==> config.mk <==
export PLATFORM = sky130hd
export DESIGN_NAME = calendar_clock_register_set
export DESIGN_NICKNAME = d
export VERILOG_FILES = /design/src/verilog/calendar_clock_pkg.sv /design/src/verilog/wrap_counter.sv /design/src/verilog/month_length.sv /design/src/verilog/calendar_clock_register_set.sv
export SDC_FILE = /design/constraint.sdc
export NUM_CORES = 1
export LEC_CHECK = 0
export BUFFER_PORTS_ARGS = -buffer_cell sky130_fd_sc_hd__buf_4
export CORE_MARGIN = 4
export CORE_UTILIZATION = 30
export DETAILED_ROUTE_END_ITERATION = 8
export HOLD_SLACK_MARGIN = 0.1
export PLACE_DENSITY = 0.47
export SLEW_MARGIN = 20
export SYNTH_ARGS = -nofsm -noshare
export SYNTH_HDL_FRONTEND = slang
export SYNTH_SLANG_ARGS = --single-unit
==> constraint.sdc <==
create_clock -name CLK_I -period 11.48 [get_ports CLK_I]
set_input_delay 1.148 -clock CLK_I [delete_from_list [all_inputs] [get_ports CLK_I]]
set_output_delay 1.148 -clock CLK_I [all_outputs]
set_load 0.01 [all_outputs]
==> src/verilog/calendar_clock_pkg.sv <==
// Constants, register map and types shared by the calendar clock register set.
package calendar_clock_pkg;

  // Register offsets, used as printed on the register port.
  localparam logic [15:0] ADDR_NET_POLICY = 16'h60ae;
  localparam logic [15:0] ADDR_HOURS      = 16'h60b0;
  localparam logic [15:0] ADDR_MINUTES    = 16'h60b2;
  localparam logic [15:0] ADDR_SECONDS    = 16'h60b4;
  localparam logic [15:0] ADDR_SUMMER     = 16'h60b6;
  localparam logic [15:0] ADDR_YEAR       = 16'h60b8;
  localparam logic [15:0] ADDR_MONTH      = 16'h60ba;
  localparam logic [15:0] ADDR_DAY        = 16'h60bc;
  localparam logic [15:0] ADDR_ZONE       = 16'h60be;

  // Network time policy encodings.
  localparam logic [1:0] POLICY_OFF     = 2'h0;
  localparam logic [1:0] POLICY_TRUSTED = 2'h1;
  localparam logic [1:0] POLICY_ANY     = 2'h2;
  localparam logic [1:0] POLICY_RESET   = POLICY_OFF;

  // Field limits.
  localparam logic [4:0]  HOUR_MAX   = 5'h17;
  localparam logic [5:0]  MINUTE_MAX = 6'h3b;
  localparam logic [5:0]  SECOND_MAX = 6'h3b;
  localparam logic [11:0] YEAR_MIN   = 12'h7e1;
  localparam logic [11:0] YEAR_MAX   = 12'h81f;
  localparam logic [3:0]  MONTH_MAX  = 4'hc;
  localparam logic [4:0]  DAY_MAX    = 5'h1f;
  localparam logic [15:0] ZONE_LIMIT = 16'h0348;
  localparam int          SUMMER_SHIFT_MIN = 60;
  localparam int          MIN_PER_HOUR     = 60;
  localparam int          MIN_PER_DAY      = 1440;

  // Reset values of the running clock, the staging fields and the zone offset.
  localparam logic [11:0] RST_YEAR   = YEAR_MIN;
  localparam logic [3:0]  RST_MONTH  = 4'h1;
  localparam logic [4:0]  RST_DAY    = 5'h01;
  localparam logic [4:0]  RST_HOUR   = 5'h00;
  localparam logic [5:0]  RST_MINUTE = 6'h00;
  localparam logic [5:0]  RST_SECOND = 6'h00;
  localparam logic [15:0] RST_ZONE   = 16'h0000;

  // Timing: one second at the 125 MHz core clock.
  localparam int SECOND_NS     = 1_000_000_000;
  localparam int CLK_PERIOD_NS = 8;
  localparam int SECOND_CYCLES = SECOND_NS / CLK_PERIOD_NS;

  typedef struct packed {
    logic [11:0] year;
    logic [3:0]  month;
    logic [4:0]  day;
    logic [4:0]  hour;
    logic [5:0]  minute;
    logic [5:0]  second;
  } clock_time_t;

  typedef struct packed {
    logic        wr;
    logic        rd;
    logic [15:0] addr;
    logic [31:0] wdata;
  } reg_req_t;

endpackage : calendar_clock_pkg

==> src/verilog/wrap_counter.sv <==
// Loadable modulo counter used for seconds, minutes and hours.
module wrap_counter
  import calendar_clock_pkg::*;
#(
  parameter int              WIDTH     = 6,
  parameter logic [WIDTH-1:0] MAX_VAL  = '1,
  parameter logic [WIDTH-1:0] RST_VAL  = '0
) (
  input  wire logic             clk_i,      // Core clock.
  input  wire logic             resetn_i,   // Asynchronous reset, active low.
  input  wire logic             inc_i,      // Advance by one.
  input  wire logic             load_i,     // Load has priority over advance.
  input  wire logic [WIDTH-1:0] load_val_i, // Value to load.
  output logic      [WIDTH-1:0] value_o,    // Current count.
  output logic                  wrap_o      // Advance that wraps to zero.
);

  logic [WIDTH-1:0] count_ff;

  assign value_o = count_ff;
  assign wrap_o  = inc_i && !load_i && (count_ff >= MAX_VAL);

  always_ff @(posedge clk_i or negedge resetn_i) begin
    if (!resetn_i) begin
      count_ff <= RST_VAL;
    end else if (load_i) begin
      count_ff <= load_val_i;
    end else if (inc_i) begin
      count_ff <= (count_ff >= MAX_VAL) ? '0 : count_ff + 1'b1;
    end
  end

endmodule : wrap_counter

==> src/verilog/month_length.sv <==
// Number of days in a given month, with leap years of the supported span.
module month_length
  import calendar_clock_pkg::*;
(
  input  wire logic [11:0] year_i,  // Full year.
  input  wire logic [3:0]  month_i, // Month 1 to 12.
  output logic      [4:0]  days_o   // Days in that month.
);

  // Every fourth year is a leap year across the whole supported span.
  always_comb begin
    case (month_i)
      4'h2:    days_o = (year_i[1:0] == 2'h0) ? 5'h1d : 5'h1c;
      4'h4,
      4'h6,
      4'h9,
      4'hb:    days_o = 5'h1e;
      default: days_o = DAY_MAX;
    endcase
  end

endmodule : month_length

==> src/verilog/calendar_clock_register_set.sv <==
// Calendar clock with staged holding registers, network time and battery restore.
module calendar_clock_register_set
  import calendar_clock_pkg::*;
#(
  parameter int unsigned SEC_CYCLES_P = SECOND_CYCLES
) (
  input  wire logic        CLK_I,          // Core clock, 125 MHz.
  input  wire logic        RESETN_I,       // Asynchronous reset, active low.
  input  wire reg_req_t    REG_REQ_I,      // Register port request.
  output logic      [31:0] REG_RDATA_O,    // Read data.
  output logic             REG_RVALID_O,   // Read data valid pulse.
  input  wire logic        ETH_LINK_I,     // Ethernet link up pin.
  input  wire logic        NTP_VALID_I,    // Network time packet pulse.
  input  wire logic        NTP_TRUSTED_I,  // Packet from a trusted server.
  input  wire clock_time_t NTP_UTC_I,      // UTC time carried by the packet.
  input  wire logic        BATT_PRESENT_I, // Backup battery fitted pin.
  input  wire logic        BKP_VALID_I,    // Preserved time valid pin.
  input  wire clock_time_t BKP_TIME_I,     // Preserved battery clock value.
  output clock_time_t      CLOCK_TIME_O,   // Running local time.
  output logic             SUMMER_TIME_O   // Summer flag in effect.
);

  ////////////////////////////////////////////////////////////////////////////
  // Pin synchronisers and boot restore.

  logic [2:0] pin_meta_ff;
  logic [2:0] pin_sync_ff;
  logic [1:0] boot_cnt_ff;
  logic       link_up;
  logic       boot_load;

  always_ff @(posedge CLK_I or negedge RESETN_I) begin
    if (!RESETN_I) begin
      pin_meta_ff <= 3'h0;
      pin_sync_ff <= 3'h0;
    end else begin
      pin_meta_ff <= {ETH_LINK_I, BATT_PRESENT_I, BKP_VALID_I};
      pin_sync_ff <= pin_meta_ff;
    end
  end

  assign link_up = pin_sync_ff[2];

  always_ff @(posedge CLK_I or negedge RESETN_I) begin
    if (!RESETN_I) begin
      boot_cnt_ff <= 2'h0;
    end else if (boot_cnt_ff != 2'h3) begin
      boot_cnt_ff <= boot_cnt_ff + 2'h1;
    end
  end

  // Battery state is judged once, after the synchronisers have settled.
  assign boot_load = (boot_cnt_ff == 2'h2) && pin_sync_ff[1] && pin_sync_ff[0];

  ////////////////////////////////////////////////////////////////////////////
  // Register port decode, configuration and staging.

  logic [1:0]  net_policy_ff;
  logic [15:0] zone_ff;
  logic        summer_ff;
  logic        stage_summer_ff;
  clock_time_t stage_ff;
  clock_time_t snap_ff;
  clock_time_t now;
  logic        wr_hit;
  logic        commit;
  logic [31:0] wd;

  assign wd     = REG_REQ_I.wdata;
  assign wr_hit = REG_REQ_I.wr;
  assign commit = wr_hit && (REG_REQ_I.addr == ADDR_DAY);

  function automatic logic [31:0] clamp(input logic [31:0] v, input logic [31:0] lo, input logic [31:0] hi);
    clamp = (v < lo) ? lo : ((v > hi) ? hi : v);
  endfunction : clamp

  always_ff @(posedge CLK_I or negedge RESETN_I) begin
    if (!RESETN_I) begin
      net_policy_ff <= POLICY_RESET;
    end else if (wr_hit && REG_REQ_I.addr == ADDR_NET_POLICY) begin
      net_policy_ff <= (wd > 32'(POLICY_ANY)) ? POLICY_ANY : wd[1:0];
    end
  end

  always_ff @(posedge CLK_I or negedge RESETN_I) begin
    if (!RESETN_I) begin
      zone_ff <= RST_ZONE;
    end else if (wr_hit && REG_REQ_I.addr == ADDR_ZONE) begin
      if ($signed(wd[15:0]) > $signed(ZONE_LIMIT)) begin
        zone_ff <= ZONE_LIMIT;
      end else if ($signed(wd[15:0]) < -$signed(ZONE_LIMIT)) begin
        zone_ff <= 16'h0 - ZONE_LIMIT;
      end else begin
        zone_ff <= wd[15:0];
      end
    end
  end

  // Staged fields collect single or multiple writes until the day write.
  always_ff @(posedge CLK_I or negedge RESETN_I) begin
    if (!RESETN_I) begin
      stage_ff        <= '{RST_YEAR, RST_MONTH, RST_DAY, RST_HOUR, RST_MINUTE, RST_SECOND};
      stage_summer_ff <= 1'b0;
    end else if (wr_hit) begin
      case (REG_REQ_I.addr)
        ADDR_HOURS:   stage_ff.hour   <= 5'(clamp(wd, 32'h0, 32'(HOUR_MAX)));
        ADDR_MINUTES: stage_ff.minute <= 6'(clamp(wd, 32'h0, 32'(MINUTE_MAX)));
        ADDR_SECONDS: stage_ff.second <= 6'(clamp(wd, 32'h0, 32'(SECOND_MAX)));
        ADDR_SUMMER:  stage_summer_ff <= wd[0];
        ADDR_YEAR:    stage_ff.year   <= 12'(clamp(wd, 32'(YEAR_MIN), 32'(YEAR_MAX)));
        ADDR_MONTH:   stage_ff.month  <= 4'(clamp(wd, 32'h1, 32'(MONTH_MAX)));
        ADDR_DAY:     stage_ff.day    <= 5'(clamp(wd, 32'h1, 32'(DAY_MAX)));
        default:      stage_ff        <= stage_ff;
      endcase
    end
  end

  // Only a register write moves the summer flag; nothing switches it by date.
  always_ff @(posedge CLK_I or negedge RESETN_I) begin
    if (!RESETN_I) begin
      summer_ff <= 1'b0;
    end else if (commit) begin
      summer_ff <= stage_summer_ff;
    end
  end

  ////////////////////////////////////////////////////////////////////////////
  // Network time to local time.

  logic        ntp_take;
  logic signed [17:0] tot;
  logic [4:0]  dim_utc;
  logic [4:0]  dim_prev;
  logic [3:0]  prev_month;
  logic [11:0] prev_year;
  clock_time_t ntp_local;

  assign ntp_take = NTP_VALID_I && link_up &&
                    ((net_policy_ff == POLICY_ANY) ||
                     ((net_policy_ff == POLICY_TRUSTED) && NTP_TRUSTED_I));

  assign prev_month = (NTP_UTC_I.month <= 4'h1) ? MONTH_MAX : NTP_UTC_I.month - 4'h1;
  assign prev_year  = (NTP_UTC_I.month <= 4'h1) ? NTP_UTC_I.year - 12'h1 : NTP_UTC_I.year;

  month_length u_len_utc (
    .year_i  (NTP_UTC_I.year),
    .month_i (NTP_UTC_I.month),
    .days_o  (dim_utc)
  );

  month_length u_len_prev (
    .year_i  (prev_year),
    .month_i (prev_month),
    .days_o  (dim_prev)
  );

  always_comb begin
    ntp_local = NTP_UTC_I;
    tot = $signed(18'(NTP_UTC_I.hour) * 18'(MIN_PER_HOUR) + 18'(NTP_UTC_I.minute))
        + $signed({{2{zone_ff[15]}}, zone_ff})
        + (summer_ff ? 18'(SUMMER_SHIFT_MIN) : 18'h0);
    if (tot < 0) begin
      tot = tot + 18'(MIN_PER_DAY);
      if (NTP_UTC_I.day <= 5'h1) begin
        ntp_local.day   = dim_prev;
        ntp_local.month = prev_month;
        ntp_local.year  = prev_year;
      end else begin
        ntp_local.day = NTP_UTC_I.day - 5'h1;
      end
    end else if (tot >= 18'(MIN_PER_DAY)) begin
      tot = tot - 18'(MIN_PER_DAY);
      if (NTP_UTC_I.day >= dim_utc) begin
        ntp_local.day = 5'h1;
        if (NTP_UTC_I.month >= MONTH_MAX) begin
          ntp_local.month = 4'h1;
          ntp_local.year  = NTP_UTC_I.year + 12'h1;
        end else begin
          ntp_local.month = NTP_UTC_I.month + 4'h1;
        end
      end else begin
        ntp_local.day = NTP_UTC_I.day + 5'h1;
      end
    end
    ntp_local.hour   = 5'(tot / 18'(MIN_PER_HOUR));
    ntp_local.minute = 6'(tot % 18'(MIN_PER_HOUR));
    ntp_local.year   = 12'(clamp(32'(ntp_local.year), 32'(YEAR_MIN), 32'(YEAR_MAX)));
  end

  ////////////////////////////////////////////////////////////////////////////
  // Running clock.

  logic [26:0] tick_cnt_ff;
  logic        tick;
  logic        load;
  clock_time_t load_val;
  logic        sec_wrap;
  logic        min_wrap;
  logic        hour_wrap;
  logic [11:0] year_ff;
  logic [3:0]  month_ff;
  logic [4:0]  day_ff;
  logic [4:0]  dim_now;

  assign tick = (tick_cnt_ff == 27'(SEC_CYCLES_P - 1));

  always_ff @(posedge CLK_I or negedge RESETN_I) begin
    if (!RESETN_I) begin
      tick_cnt_ff <= 27'h0;
    end else if (tick || commit) begin
      tick_cnt_ff <= 27'h0;
    end else begin
      tick_cnt_ff <= tick_cnt_ff + 27'h1;
    end
  end

  // A register commit wins over a network update, which wins over restore.
  always_comb begin
    load     = commit || ntp_take || boot_load;
    load_val = BKP_TIME_I;
    if (commit) begin
      load_val     = stage_ff;
      load_val.day = 5'(clamp(wd, 32'h1, 32'(DAY_MAX)));
    end else if (ntp_take) begin
      load_val = ntp_local;
    end
  end

  wrap_counter #(.WIDTH(6), .MAX_VAL(SECOND_MAX), .RST_VAL(RST_SECOND)) u_sec (
    .clk_i      (CLK_I),
    .resetn_i   (RESETN_I),
    .inc_i      (tick),
    .load_i     (load),
    .load_val_i (load_val.second),
    .value_o    (now.second),
    .wrap_o     (sec_wrap)
  );

  wrap_counter #(.WIDTH(6), .MAX_VAL(MINUTE_MAX), .RST_VAL(RST_MINUTE)) u_min (
    .clk_i      (CLK_I),
    .resetn_i   (RESETN_I),
    .inc_i      (sec_wrap),
    .load_i     (load),
    .load_val_i (load_val.minute),
    .value_o    (now.minute),
    .wrap_o     (min_wrap)
  );

  wrap_counter #(.WIDTH(5), .MAX_VAL(HOUR_MAX), .RST_VAL(RST_HOUR)) u_hour (
    .clk_i      (CLK_I),
    .resetn_i   (RESETN_I),
    .inc_i      (min_wrap),
    .load_i     (load),
    .load_val_i (load_val.hour),
    .value_o    (now.hour),
    .wrap_o     (hour_wrap)
  );

  month_length u_len_now (
    .year_i  (year_ff),
    .month_i (month_ff),
    .days_o  (dim_now)
  );

  // The year wraps back to the start of the span after its last day.
  always_ff @(posedge CLK_I or negedge RESETN_I) begin
    if (!RESETN_I) begin
      year_ff  <= RST_YEAR;
      month_ff <= RST_MONTH;
      day_ff   <= RST_DAY;
    end else if (load) begin
      year_ff  <= load_val.year;
      month_ff <= load_val.month;
      day_ff   <= load_val.day;
    end else if (hour_wrap) begin
      if (day_ff >= dim_now) begin
        day_ff <= 5'h1;
        if (month_ff >= MONTH_MAX) begin
          month_ff <= 4'h1;
          year_ff  <= (year_ff >= YEAR_MAX) ? YEAR_MIN : year_ff + 12'h1;
        end else begin
          month_ff <= month_ff + 4'h1;
        end
      end else begin
        day_ff <= day_ff + 5'h1;
      end
    end
  end

  assign now.year  = year_ff;
  assign now.month = month_ff;
  assign now.day   = day_ff;

  assign CLOCK_TIME_O  = now;
  assign SUMMER_TIME_O = summer_ff;

  ////////////////////////////////////////////////////////////////////////////
  // Snapshot and read data.

  logic hours_rd;

  assign hours_rd = REG_REQ_I.rd && (REG_REQ_I.addr == ADDR_HOURS);

  always_ff @(posedge CLK_I or negedge RESETN_I) begin
    if (!RESETN_I) begin
      snap_ff <= '{RST_YEAR, RST_MONTH, RST_DAY, RST_HOUR, RST_MINUTE, RST_SECOND};
    end else if (hours_rd) begin
      snap_ff <= now;
    end
  end

  always_ff @(posedge CLK_I or negedge RESETN_I) begin
    if (!RESETN_I) begin
      REG_RDATA_O  <= 32'h0;
      REG_RVALID_O <= 1'b0;
    end else begin
      REG_RVALID_O <= REG_REQ_I.rd;
      if (REG_REQ_I.rd) begin
        case (REG_REQ_I.addr)
          ADDR_NET_POLICY: REG_RDATA_O <= 32'(net_policy_ff);
          ADDR_HOURS:      REG_RDATA_O <= 32'(now.hour);
          ADDR_MINUTES:    REG_RDATA_O <= 32'(snap_ff.minute);
          ADDR_SECONDS:    REG_RDATA_O <= 32'(snap_ff.second);
          ADDR_SUMMER:     REG_RDATA_O <= 32'(summer_ff);
          ADDR_YEAR:       REG_RDATA_O <= 32'(snap_ff.year);
          ADDR_MONTH:      REG_RDATA_O <= 32'(snap_ff.month);
          ADDR_DAY:        REG_RDATA_O <= 32'(snap_ff.day);
          ADDR_ZONE:       REG_RDATA_O <= {{16{zone_ff[15]}}, zone_ff};
          default:         REG_RDATA_O <= 32'h0;
        endcase
      end
    end
  end
endmodule : calendar_clock_register_set

==> qor.yml, run 1 <==
yosys_register_bits: 176
met3_usage: 0.03355
grt_overflow: 0
core_um2: 49150
viasPerCell: 5.358
grtUsageTotal: 0.1985
start_util: 0.3048
clock_sinks: 176
synthCells: 1832
synth_cell_types: 117
fp.dieArea_um2: 53570
hold_viol_final: 0
timing.hold.ws_ps: 359.0
worst_pin_slew_ps: 977.3
antenna_found_initial: 3
dp_hpwl_mm: 43.15
rows: 81
path_max_fanout: 8
synth-async-reset-ratio: 1.000
drv_slew: 0
max_freq_mhz: 90.76
wire_per_inst_um: 19.13
clk_path_buf_depth: 2
drc_errors: 0
ys_warn_count: 0
syn_area_um2: 14980
grt_util_met1: 0.2674
pre_cts_slack_ps: -323.6
final_util: 0.3990
reg2reg_from: "SUMMER_TIME_O"
crit_top_cell: "buf_4"
dr.pass1.iters: 6
nets: 2406
critPathLaunchType: "primary input"
crit_path_top_delay_cell: "fa_1"
grt.busiest_layer: "met2"
worst_clock_skew_ps: 16.20
min_to: "pin_sync_ff[1]"
rrSetupSlack_ps: 2360
nFillCells: 5028
cp-end-kind: "flop"
io_buffers: 204
outcome: "finished, final reports clean"
finalCritPeriodShare: 0.9598
grt_max_degree: 107
synthTopCellsByArea: "dfrtp_1 (25%), ha_1 (5.8%), nand2_1 (5.2%), dfstp_2 (4.6%), nor2_1 (4.4%)"
path_clk_slew_ps: 70
setup_viol: 0
grt_pass1_vias: 15039
r2r_end: "u_hour.value_o[4]"
crit_type: "in -> reg"
yosysSeqAreaShare: 0.2962
hp-start: "pin_meta_ff[1]"
crit_path_max_incr_delay_ps: 520
synthToLayoutAreaGrowth_pct: 30.92
maxSlewHeadroom: 0.3424
syn-num-nets: 2048
worstPathRequired_ps: 11790
cts_max_level: 4
ant_nets: 0
max-cap-violations: 0
netlist.area_leader.share: 0.2506
use_met2: 0.3383
grt_first_pass_wirelength_mm: 84.79
setup-tns-final_ps: 0
cts_made_buffers: 17
setup_slack_ps: 461.7
post-route-min-period_ps: 11020
whs_path_depth: 0
num_vias: 15367
io_pins: 205
r2r.worst_path.cells: 40
synth-edff-count: 0
gp_congestion: 0.8882
synth_area_per_cell_um2: 8.177
clock_latency_ps: 450
die_w_um: 231.5
synth.largest_area_cell: "dfrtp_1"
die_height_um: 231.5
arrival_ps: 11330
wirelength_mm: 54.85
final_layout_size_suffix_gt1_frac: 0.2828
synthFlopType: "dfrtp_1"
hold_class: "reg -> reg"
cts_tree: "done"
hold_buffers: 0
cts-root-buf: "clkbuf_16"
drt_iter0_drc: 1058
[flip-flops by register name, summed over array words and instances, names as in the netlist]
signal           flops
snap_ff             33
stage_ff            33
tick_cnt_ff         27
REG_RDATA_O         16
zone_ff             16
year_ff             12
u_min.value_o        6
u_sec.value_o        6
day_ff               5
u_hour.value_o       5
month_ff             4
pin_meta_ff          3
pin_sync_ff          3
boot_cnt_ff          2
net_policy_ff        2
REG_RVALID_O         1
SUMMER_TIME_O        1
stage_summer_ff      1
[worst max-delay path by stage]
stage / start / cells past startpoint / slack, ps / endpoint
floorplan: NTP_UTC_I[12] / 47 / 220 / u_hour.value_o[4]
global placement: NTP_UTC_I[12] / 49 / -260 / u_hour.value_o[4]
detailed placement: NTP_UTC_I[12] / 48 / -320 / u_hour.value_o[4]
CTS: NTP_UTC_I[12] / 48 / 80 / u_hour.value_o[2]
global route: NTP_UTC_I[14] / 48 / -120 / u_hour.value_o[4]
finish: NTP_UTC_I[14] / 49 / 460 / u_hour.value_o[4]
[layout make-up]
cell class	count	area, um^2	share of cell area
Antenna cell	1	2.502	0.0001276
Multi-Input combinational cell	1473	10190	0.5194
Clock inverter	11	106.4	0.005423
Tap cell	664	830.8	0.04236
Clock buffer	21	450.4	0.02297
Timing Repair Buffer	430	3254	0.1659
Inverter	92	345.3	0.01761
Sequential cell	176	4437	0.2262
[repair_timing]
action,CTS,global route
endpoints found under the setup margin,0,9
setup buffers,0,8
hold endpoints to repair,0,0
gates resized for setup,0,87
[cell usage in the layout (no fill, tap or decap), types with 26 or more instances in the layout]
| cell type | n |
|---|---|
| a21oi_1 | 88 |
| and3_1 | 33 |
| buf_4 | 427 |
| dfrtp_1 | 150 |
| dfstp_2 | 26 |
| ha_1 | 66 |
| inv_1 | 92 |
| mux2_2 | 31 |
| nand2_1 | 208 |
| nand3_1 | 67 |
| nor2_1 | 172 |
| nor3_1 | 51 |
| o21ai_0 | 123 |
| o22ai_1 | 29 |
| xnor2_1 | 50 |
| xor2_1 | 38 |
[Yosys cell counts (all sizes together) (8+ instances only)]
cell type  instances
nor4b              8
ha                70
nor2             179
mux2              32
a21o              18
o31ai             19
and2              15
mux2i             12
o21a              12
nor2b             13
o311ai            13
o211ai            24
a221oi            11
or3               14
fa                13
nor3              56
a222oi             8
o22ai             30
a21oi             99
a311oi             9
o21ai            144
o41ai              8
nor3b              9
nand3             71
buf               32
nor4              16
xor2              39
a22oi             13
or2                9
nand4             23
a22o               8
xnor2             54
dfrtp            150
o211a              8
a211oi            26
nand2            208
inv               92
clkbuf            59
dfstp             26
o22a               8
and3              34
a31oi             23
nand2b            14
[critical path: cells and delay by family]
| kind | cells | cell delay, ps |
|---|---|---|
| simple gates | 8 | 890 |
| buf+inv | 9 | 1080 |
| fa+ha+maj | 7 | 2620 |
| xor+xnor | 2 | 350 |
| compound gates | 23 | 5200 |
[through the flow]
| stage | instance area, um^2 | instances |
|---|---|---|
| after floorplan | 14980 | 1832 |
| after global placement | 18580 | 2827 |
| after detailed placement | 18580 | 2827 |
| after CTS | 19140 | 2859 |
| after global routing | 19610 | 2867 |
| final | 19610 | 2868 |
[cell families after synthesis]
logic type,count (synthesis),share of synthesized area
compound gates,558,0.2624
buf+inv,183,0.05153
flops,176,0.2962
mux,44,0.03316
xor+xnor,93,0.05538
simple gates,694,0.2248
fa+ha+maj,84,0.07651
[layer usage]
layer	routed length, um	share of wire	vias up
met5	13	0.00024	-
met4	622	0.011	2
met3	2894	0.053	40
met2	26370	0.48	404
met1	24950	0.45	7455
li1	-	-	7466
Power of run 1 is left out: the tool's default activity adds up to more than one toggle a clock period on the data nets, which glitch-free logic cannot reach.
==> run 2, diff against run 1 <==
PLACE_DENSITY = default   (was 0.47)
==> run 2 against run 1 <==
Net effect: worst hold slack got worse by 16 ps; global-route usage decreased by 0.76 points; critical path type unchanged; flip-flop and latch count unchanged; first-iteration DRC count decreased by 3.6%; via count increased by 0.45%; count of clock-buffer cells in the layout unchanged; maximum frequency decreased by 0.70%; critical path depth unchanged; register-to-register slack got worse by 90 ps.
==> qor.yml, run 2 (same netlist as run 1, synthesis figures left out) <==
outcome: "finished, final reports clean"
dr.pass1.iters: 6  # unchanged
wirelength_mm: 53.03  # -3.3%
die_height_um: 231.5  # unchanged
layout_commonest_cell: "buf_4"
fin_area_um2: 19510  # -0.55%
grt_overflow: 0  # unchanged
grt_util_met1: 0.2535  # -0.01392
worstPathRequired_ps: 11790  # about the same
final_cell_mix: "buf_4 (406), nand2_1 (208), nor2_1 (174), dfrtp_1 (150), o21ai_0 (123)"
cts-root-buf: "clkbuf_16"
hold_viol_final: 0  # unchanged
rows: 81  # unchanged
maxSlewHeadroom: 0.2928  # -0.04968
hold_buffers: 0  # unchanged
clk_path_buf_depth: 2  # unchanged
hold_class: "reg -> reg"
finalCritPeriodShare: 0.9665  # +0.006760
drc_errors: 0  # unchanged
max_freq_mhz: 90.12  # -0.70%
core_um2: 49150  # unchanged
arrival_ps: 11400  # +70 ps
io_buffers: 204  # unchanged
drv_slew: 0  # unchanged
gp_congestion: 0.9273  # +4.4%
placed_area_um2: 18360  # -1.2%
num_vias: 15436  # +0.45%
grtUsageTotal: 0.1908  # -0.007640
dp_hpwl_mm: 41.75  # -3.3%
reg_top3: "snap_ff x33, stage_ff x33, tick_cnt_ff x27"
path_max_fanout: 5  # -3
post-route-min-period_ps: 11100  # +77.60 ps
critPathTopFamily: "compound AO/OA/AOI/OAI gates"
drt_iter0_drc: 1020  # -3.6%
synthToLayoutAreaGrowth_pct: 30.20
worst_pin_slew_ps: 1051  # +73.83 ps
critPathLaunchType: "primary input"
cts_tree: "done"
cp-end-kind: "flop"
nFillCells: 4977  # -1.0%
fp.dieArea_um2: 53570  # unchanged
viasPerCell: 5.414  # +1.0%
start_util: 0.3048  # unchanged
crit_path_top_delay_cell: "fa_1"
grt_max_degree: 106  # -0.93%
ant_nets: 0  # unchanged
crit_top_cell: "buf_4"
met3_usage: 0.02692  # -0.006637
crit_buf_inv: 9  # unchanged
grt_first_pass_wirelength_mm: 82.78  # -2.4%
final_layout_size_suffix_gt1_frac: 0.2770  # -0.005782
io_pins: 205  # unchanged
setup_viol: 0  # unchanged
wire_per_inst_um: 18.60  # -2.8%
clock_sinks: 176  # unchanged
crit_type: "in -> reg"
use_met2: 0.3166  # -0.02176
cts_made_buffers: 17  # unchanged
grt_pass1_vias: 15061  # +0.15%
grt.busiest_layer: "met2"
rrSetupSlack_ps: 2270  # -90 ps
cts_max_level: 4  # unchanged
path_clk_slew_ps: 70  # about the same
die_w_um: 231.5  # unchanged
nets: 2387  # -0.79%
worst_clock_skew_ps: 14.90  # -1.303 ps
max-cap-violations: 0  # unchanged
clock_latency_ps: 450  # about the same
crit_path_max_incr_delay_ps: 520  # about the same
antenna_found_initial: 3  # unchanged
## run 2: changes by cell type in the layout (fill, tap and decap cells not counted), sizes merged
cell	previous run	this run
buf	429	410
bufinv	1	2
clkbuf	22	21
clkdlybuf4s15	0	1
clkinv	5	3
clkinvlp	2	1
diode	1	3
inv	95	97
## run 2: area by class of cell
type / count / area [um^2] / share of cell area
multi-input cells: 1473 / 10140 / 0.5199
diodes: 3 / 7.507 / 0.0003849
clock buffers: 21 / 470.5 / 0.02412
clock inverters: 11 / 145.1 / 0.007441
inverters: 92 / 345.3 / 0.01770
well taps: 664 / 830.8 / 0.04259
repair buffers: 411 / 3129 / 0.1604
flip-flops and latches: 176 / 4437 / 0.2275
## run 2: worst paths after layout
kind / startpoint / endpoint / cells after the start
max: NTP_UTC_I[14] / u_hour.value_o[4] / 49
min: pin_meta_ff[1] / pin_sync_ff[1] / 0
max reg2reg: SUMMER_TIME_O / u_hour.value_o[4] / 41
min reg2reg: pin_meta_ff[1] / pin_sync_ff[1] / 0
max in group asynchronous: RESETN_I / u_min.value_o[4] / 3
min in group asynchronous: RESETN_I / tick_cnt_ff[14] / 1
## run 2: timing repair
action,CTS,global route
hold endpoints to repair,0,0
gates resized for setup,0,78
buffers inserted,0,15
setup endpoints to repair,0,9
## run 2: worst register-to-register path, delay by kind of cell, from the launching register on
family                     cells  cell delay (ps)
AOI/OAI and AO/OA             20             4230
and+or+nand+nor                6             1460
adders and majority gates      3             1150
buffers and inverters          8             1140
xor gates and xnor gates       3              490
DFF                            1              460
muxes                          1              140
## run 2: routing by layer
metal / up-vias / share of wire / routed length [um]
li1: 7433 / - / -
met1: 7414 / 0.44 / 23380
met2: 513 / 0.47 / 25050
met3: 76 / 0.054 / 2841
met4: 0 / 0.033 / 1756
met5: - / 0 / 0
## run 2: stage by stage
| stage | instances | hold slack [ps] | setup TNS, ps | setup WS, ps | utilization |
|---|---|---|---|---|---|
| 2_1_floorplan | 1832 | 331.2 | 0 | 222.8 | - |
| 3_3_place_gp | 2799 | 336.4 | -324.4 | -156.9 | 0.3735 |
| 3_5_place_dp | 2799 | 335.5 | -1186 | -371.7 | 0.3735 |
| 4_1_cts | 2831 | 344.7 | 0 | 45.54 | 0.3860 |
| 5_1_grt | 2851 | 345.2 | -140.7 | -121.3 | 0.3968 |
| 6_report | 2851 | 343.4 | 0 | 384.1 | 0.3968 |
Power of run 2 is left out for the same reason.
==> run 3, diff against run 2 <==
SETUP_SLACK_MARGIN = 0.4   (was default)
==> run 3 against run 2 <==
Net effect: sequential share of layout area fell by 0.36 points; cell count is 0.84% lower; core utilization grew 0.64 points; setup slack better by 95 ps; critical path type unchanged; critical endpoint unchanged; via count increased by 1.3%.
==> qor.yml, run 3 (same netlist as run 1, synthesis figures left out) <==
dp_hpwl_mm: 41.95  # +0.49%
worstPathRequired_ps: 11780  # about the same
crit_type: "in -> reg"
wirelength_mm: 54.22  # +2.3%
r2r_end: "u_hour.value_o[4]"
reg2reg_from: "SUMMER_TIME_O"
hold_buffers: 0  # unchanged
gp_congestion: 0.9244  # -0.31%
cts_max_level: 4  # unchanged
fp.dieArea_um2: 53570  # unchanged
rows: 81  # unchanged
cp-end-kind: "flop"
wire_per_inst_um: 19.18  # +3.1%
layout_commonest_cell: "buf_4"
reg_top3: "snap_ff x33, stage_ff x33, tick_cnt_ff x27"
crit_path_max_incr_delay_ps: 590  # +70 ps
synthToLayoutAreaGrowth_pct: 32.29
antenna_found_initial: 3  # unchanged
rsz0062_at_grt: "yes"
crit_path_top_delay_cell: "fa_1"
ant_nets: 0  # unchanged
grt_max_degree: 71  # -33%
finalCritPeriodShare: 0.9582  # -0.008309
clk_path_buf_depth: 2  # unchanged
outcome: "finished, final reports clean"
clock_sinks: 176  # unchanged
die_height_um: 231.5  # unchanged
io_pins: 205  # unchanged
regArea_um2: 4437  # unchanged
grtUsageTotal: 0.1921  # +0.001239
grt_pass1_vias: 14955  # -0.70%
cts-root-buf: "clkbuf_16"
nets: 2363  # -1.0%
max-cap-violations: 0  # unchanged
critPathLaunchType: "primary input"
drc_errors: 0  # unchanged
drv_slew: 0  # unchanged
hold_class: "reg -> reg"
cts_made_buffers: 17  # unchanged
arrival_ps: 11300  # -100 ps
dr.pass1.iters: 8  # +2
r2r.worst_path.cells: 38  # -7.3%
crit_top_cell: "xnor2_2"
final_layout_size_suffix_gt1_frac: 0.2995  # +0.02252
start_util: 0.3048  # unchanged
worst_pin_slew_ps: 1058  # +7.166 ps
final_cell_mix: "buf_4 (376), nand2_1 (201), nor2_1 (169), dfrtp_1 (150), o21ai_0 (118)"
nFillCells: 4927  # -1.0%
maxSlewHeadroom: 0.2929  # about the same
num_vias: 15638  # +1.3%
hp-start: "pin_meta_ff[2]"
clock_latency_ps: 440  # about the same
worst_clock_skew_ps: 16.59  # +1.692 ps
min_to: "pin_sync_ff[2]"
max_freq_mhz: 90.91  # +0.87%
hold_viol_final: 0  # unchanged
post-route-min-period_ps: 11000  # -95.39 ps
multi_input_area_um2: 10650  # +5.1%
die_w_um: 231.5  # unchanged
cts_tree: "done"
path_max_fanout: 5  # unchanged
whs_path_depth: 0  # unchanged
grt_first_pass_wirelength_mm: 83.03  # +0.30%
drt_iter0_drc: 1129  # +11%
grt_overflow: 0  # unchanged
viasPerCell: 5.532  # +2.2%
path_clk_slew_ps: 70  # about the same
core_um2: 49150  # unchanged
setup-tns-final_ps: 0  # unchanged
rrSetupSlack_ps: 2300  # +30 ps
setup_viol: 0  # unchanged
io_buffers: 204  # unchanged
==> run 3: final cells by class <==
cell class	instances	area share
diodes	3	0.0003788
inverters	92	0.01743
clock buffers	17	0.02147
flip-flops and latches	176	0.2239
well taps	664	0.04192
repair buffers	387	0.1489
clock inverters	15	0.008523
multi-input cells	1473	0.5375
==> run 3: through the flow <==
stage               setup WS [ps]    util  hold slack [ps]  instances  area (um^2)
global placement           -128.9  0.3689            335.7       2762        18130
finish                      479.5  0.4032            353.6       2827        19820
detailed placement         -217.4  0.3689            341.8       2762        18130
CTS                         403.0  0.3842            359.0       2797        18880
floorplan                   408.5       -            331.2       1832        15030
global route                38.67  0.4031            363.5       2826        19820
==> run 3: worst max-delay path by stage <==
stage,cells past startpoint,slack [ps],end,from
after floorplan,46,410,u_hour.value_o[4],NTP_UTC_I[12]
after global placement,44,-130,u_hour.value_o[1],NTP_UTC_I[12]
after detailed placement,48,-220,u_hour.value_o[4],NTP_UTC_I[12]
after CTS,47,400,u_hour.value_o[4],NTP_UTC_I[12]
after global routing,50,40,u_hour.value_o[4],NTP_UTC_I[14]
final,47,480,u_hour.value_o[4],NTP_UTC_I[14]
==> run 3: routing by layer <==
layer  vias up  track usage  share of wire
met5         -            0        0.00024
met2       569       0.3144           0.47
li1       7380            -              -
met4         2      0.06878          0.033
met3        86      0.02839          0.056
met1      7601       0.2584           0.44
==> run 3: what timing repair did <==
item                       4_1_cts  5_1_grt
pin swaps                        8       81
setup buffers                    3       27
resized for setup               26      150
setup endpoints to repair        5        9
==> run 3: worst max-delay path, delay by kind of cell <==
kind / cells / cell delay [ps]
AO/OA/AOI/OAI: 21 / 4020
adder cells (fa/ha/maj): 7 / 2680
AND/OR/NAND/NOR: 6 / 1280
XOR/XNOR: 5 / 950
multiplexers: 2 / 650
buffers and inverters: 6 / 580
Power of run 3 is left out for the same reason.
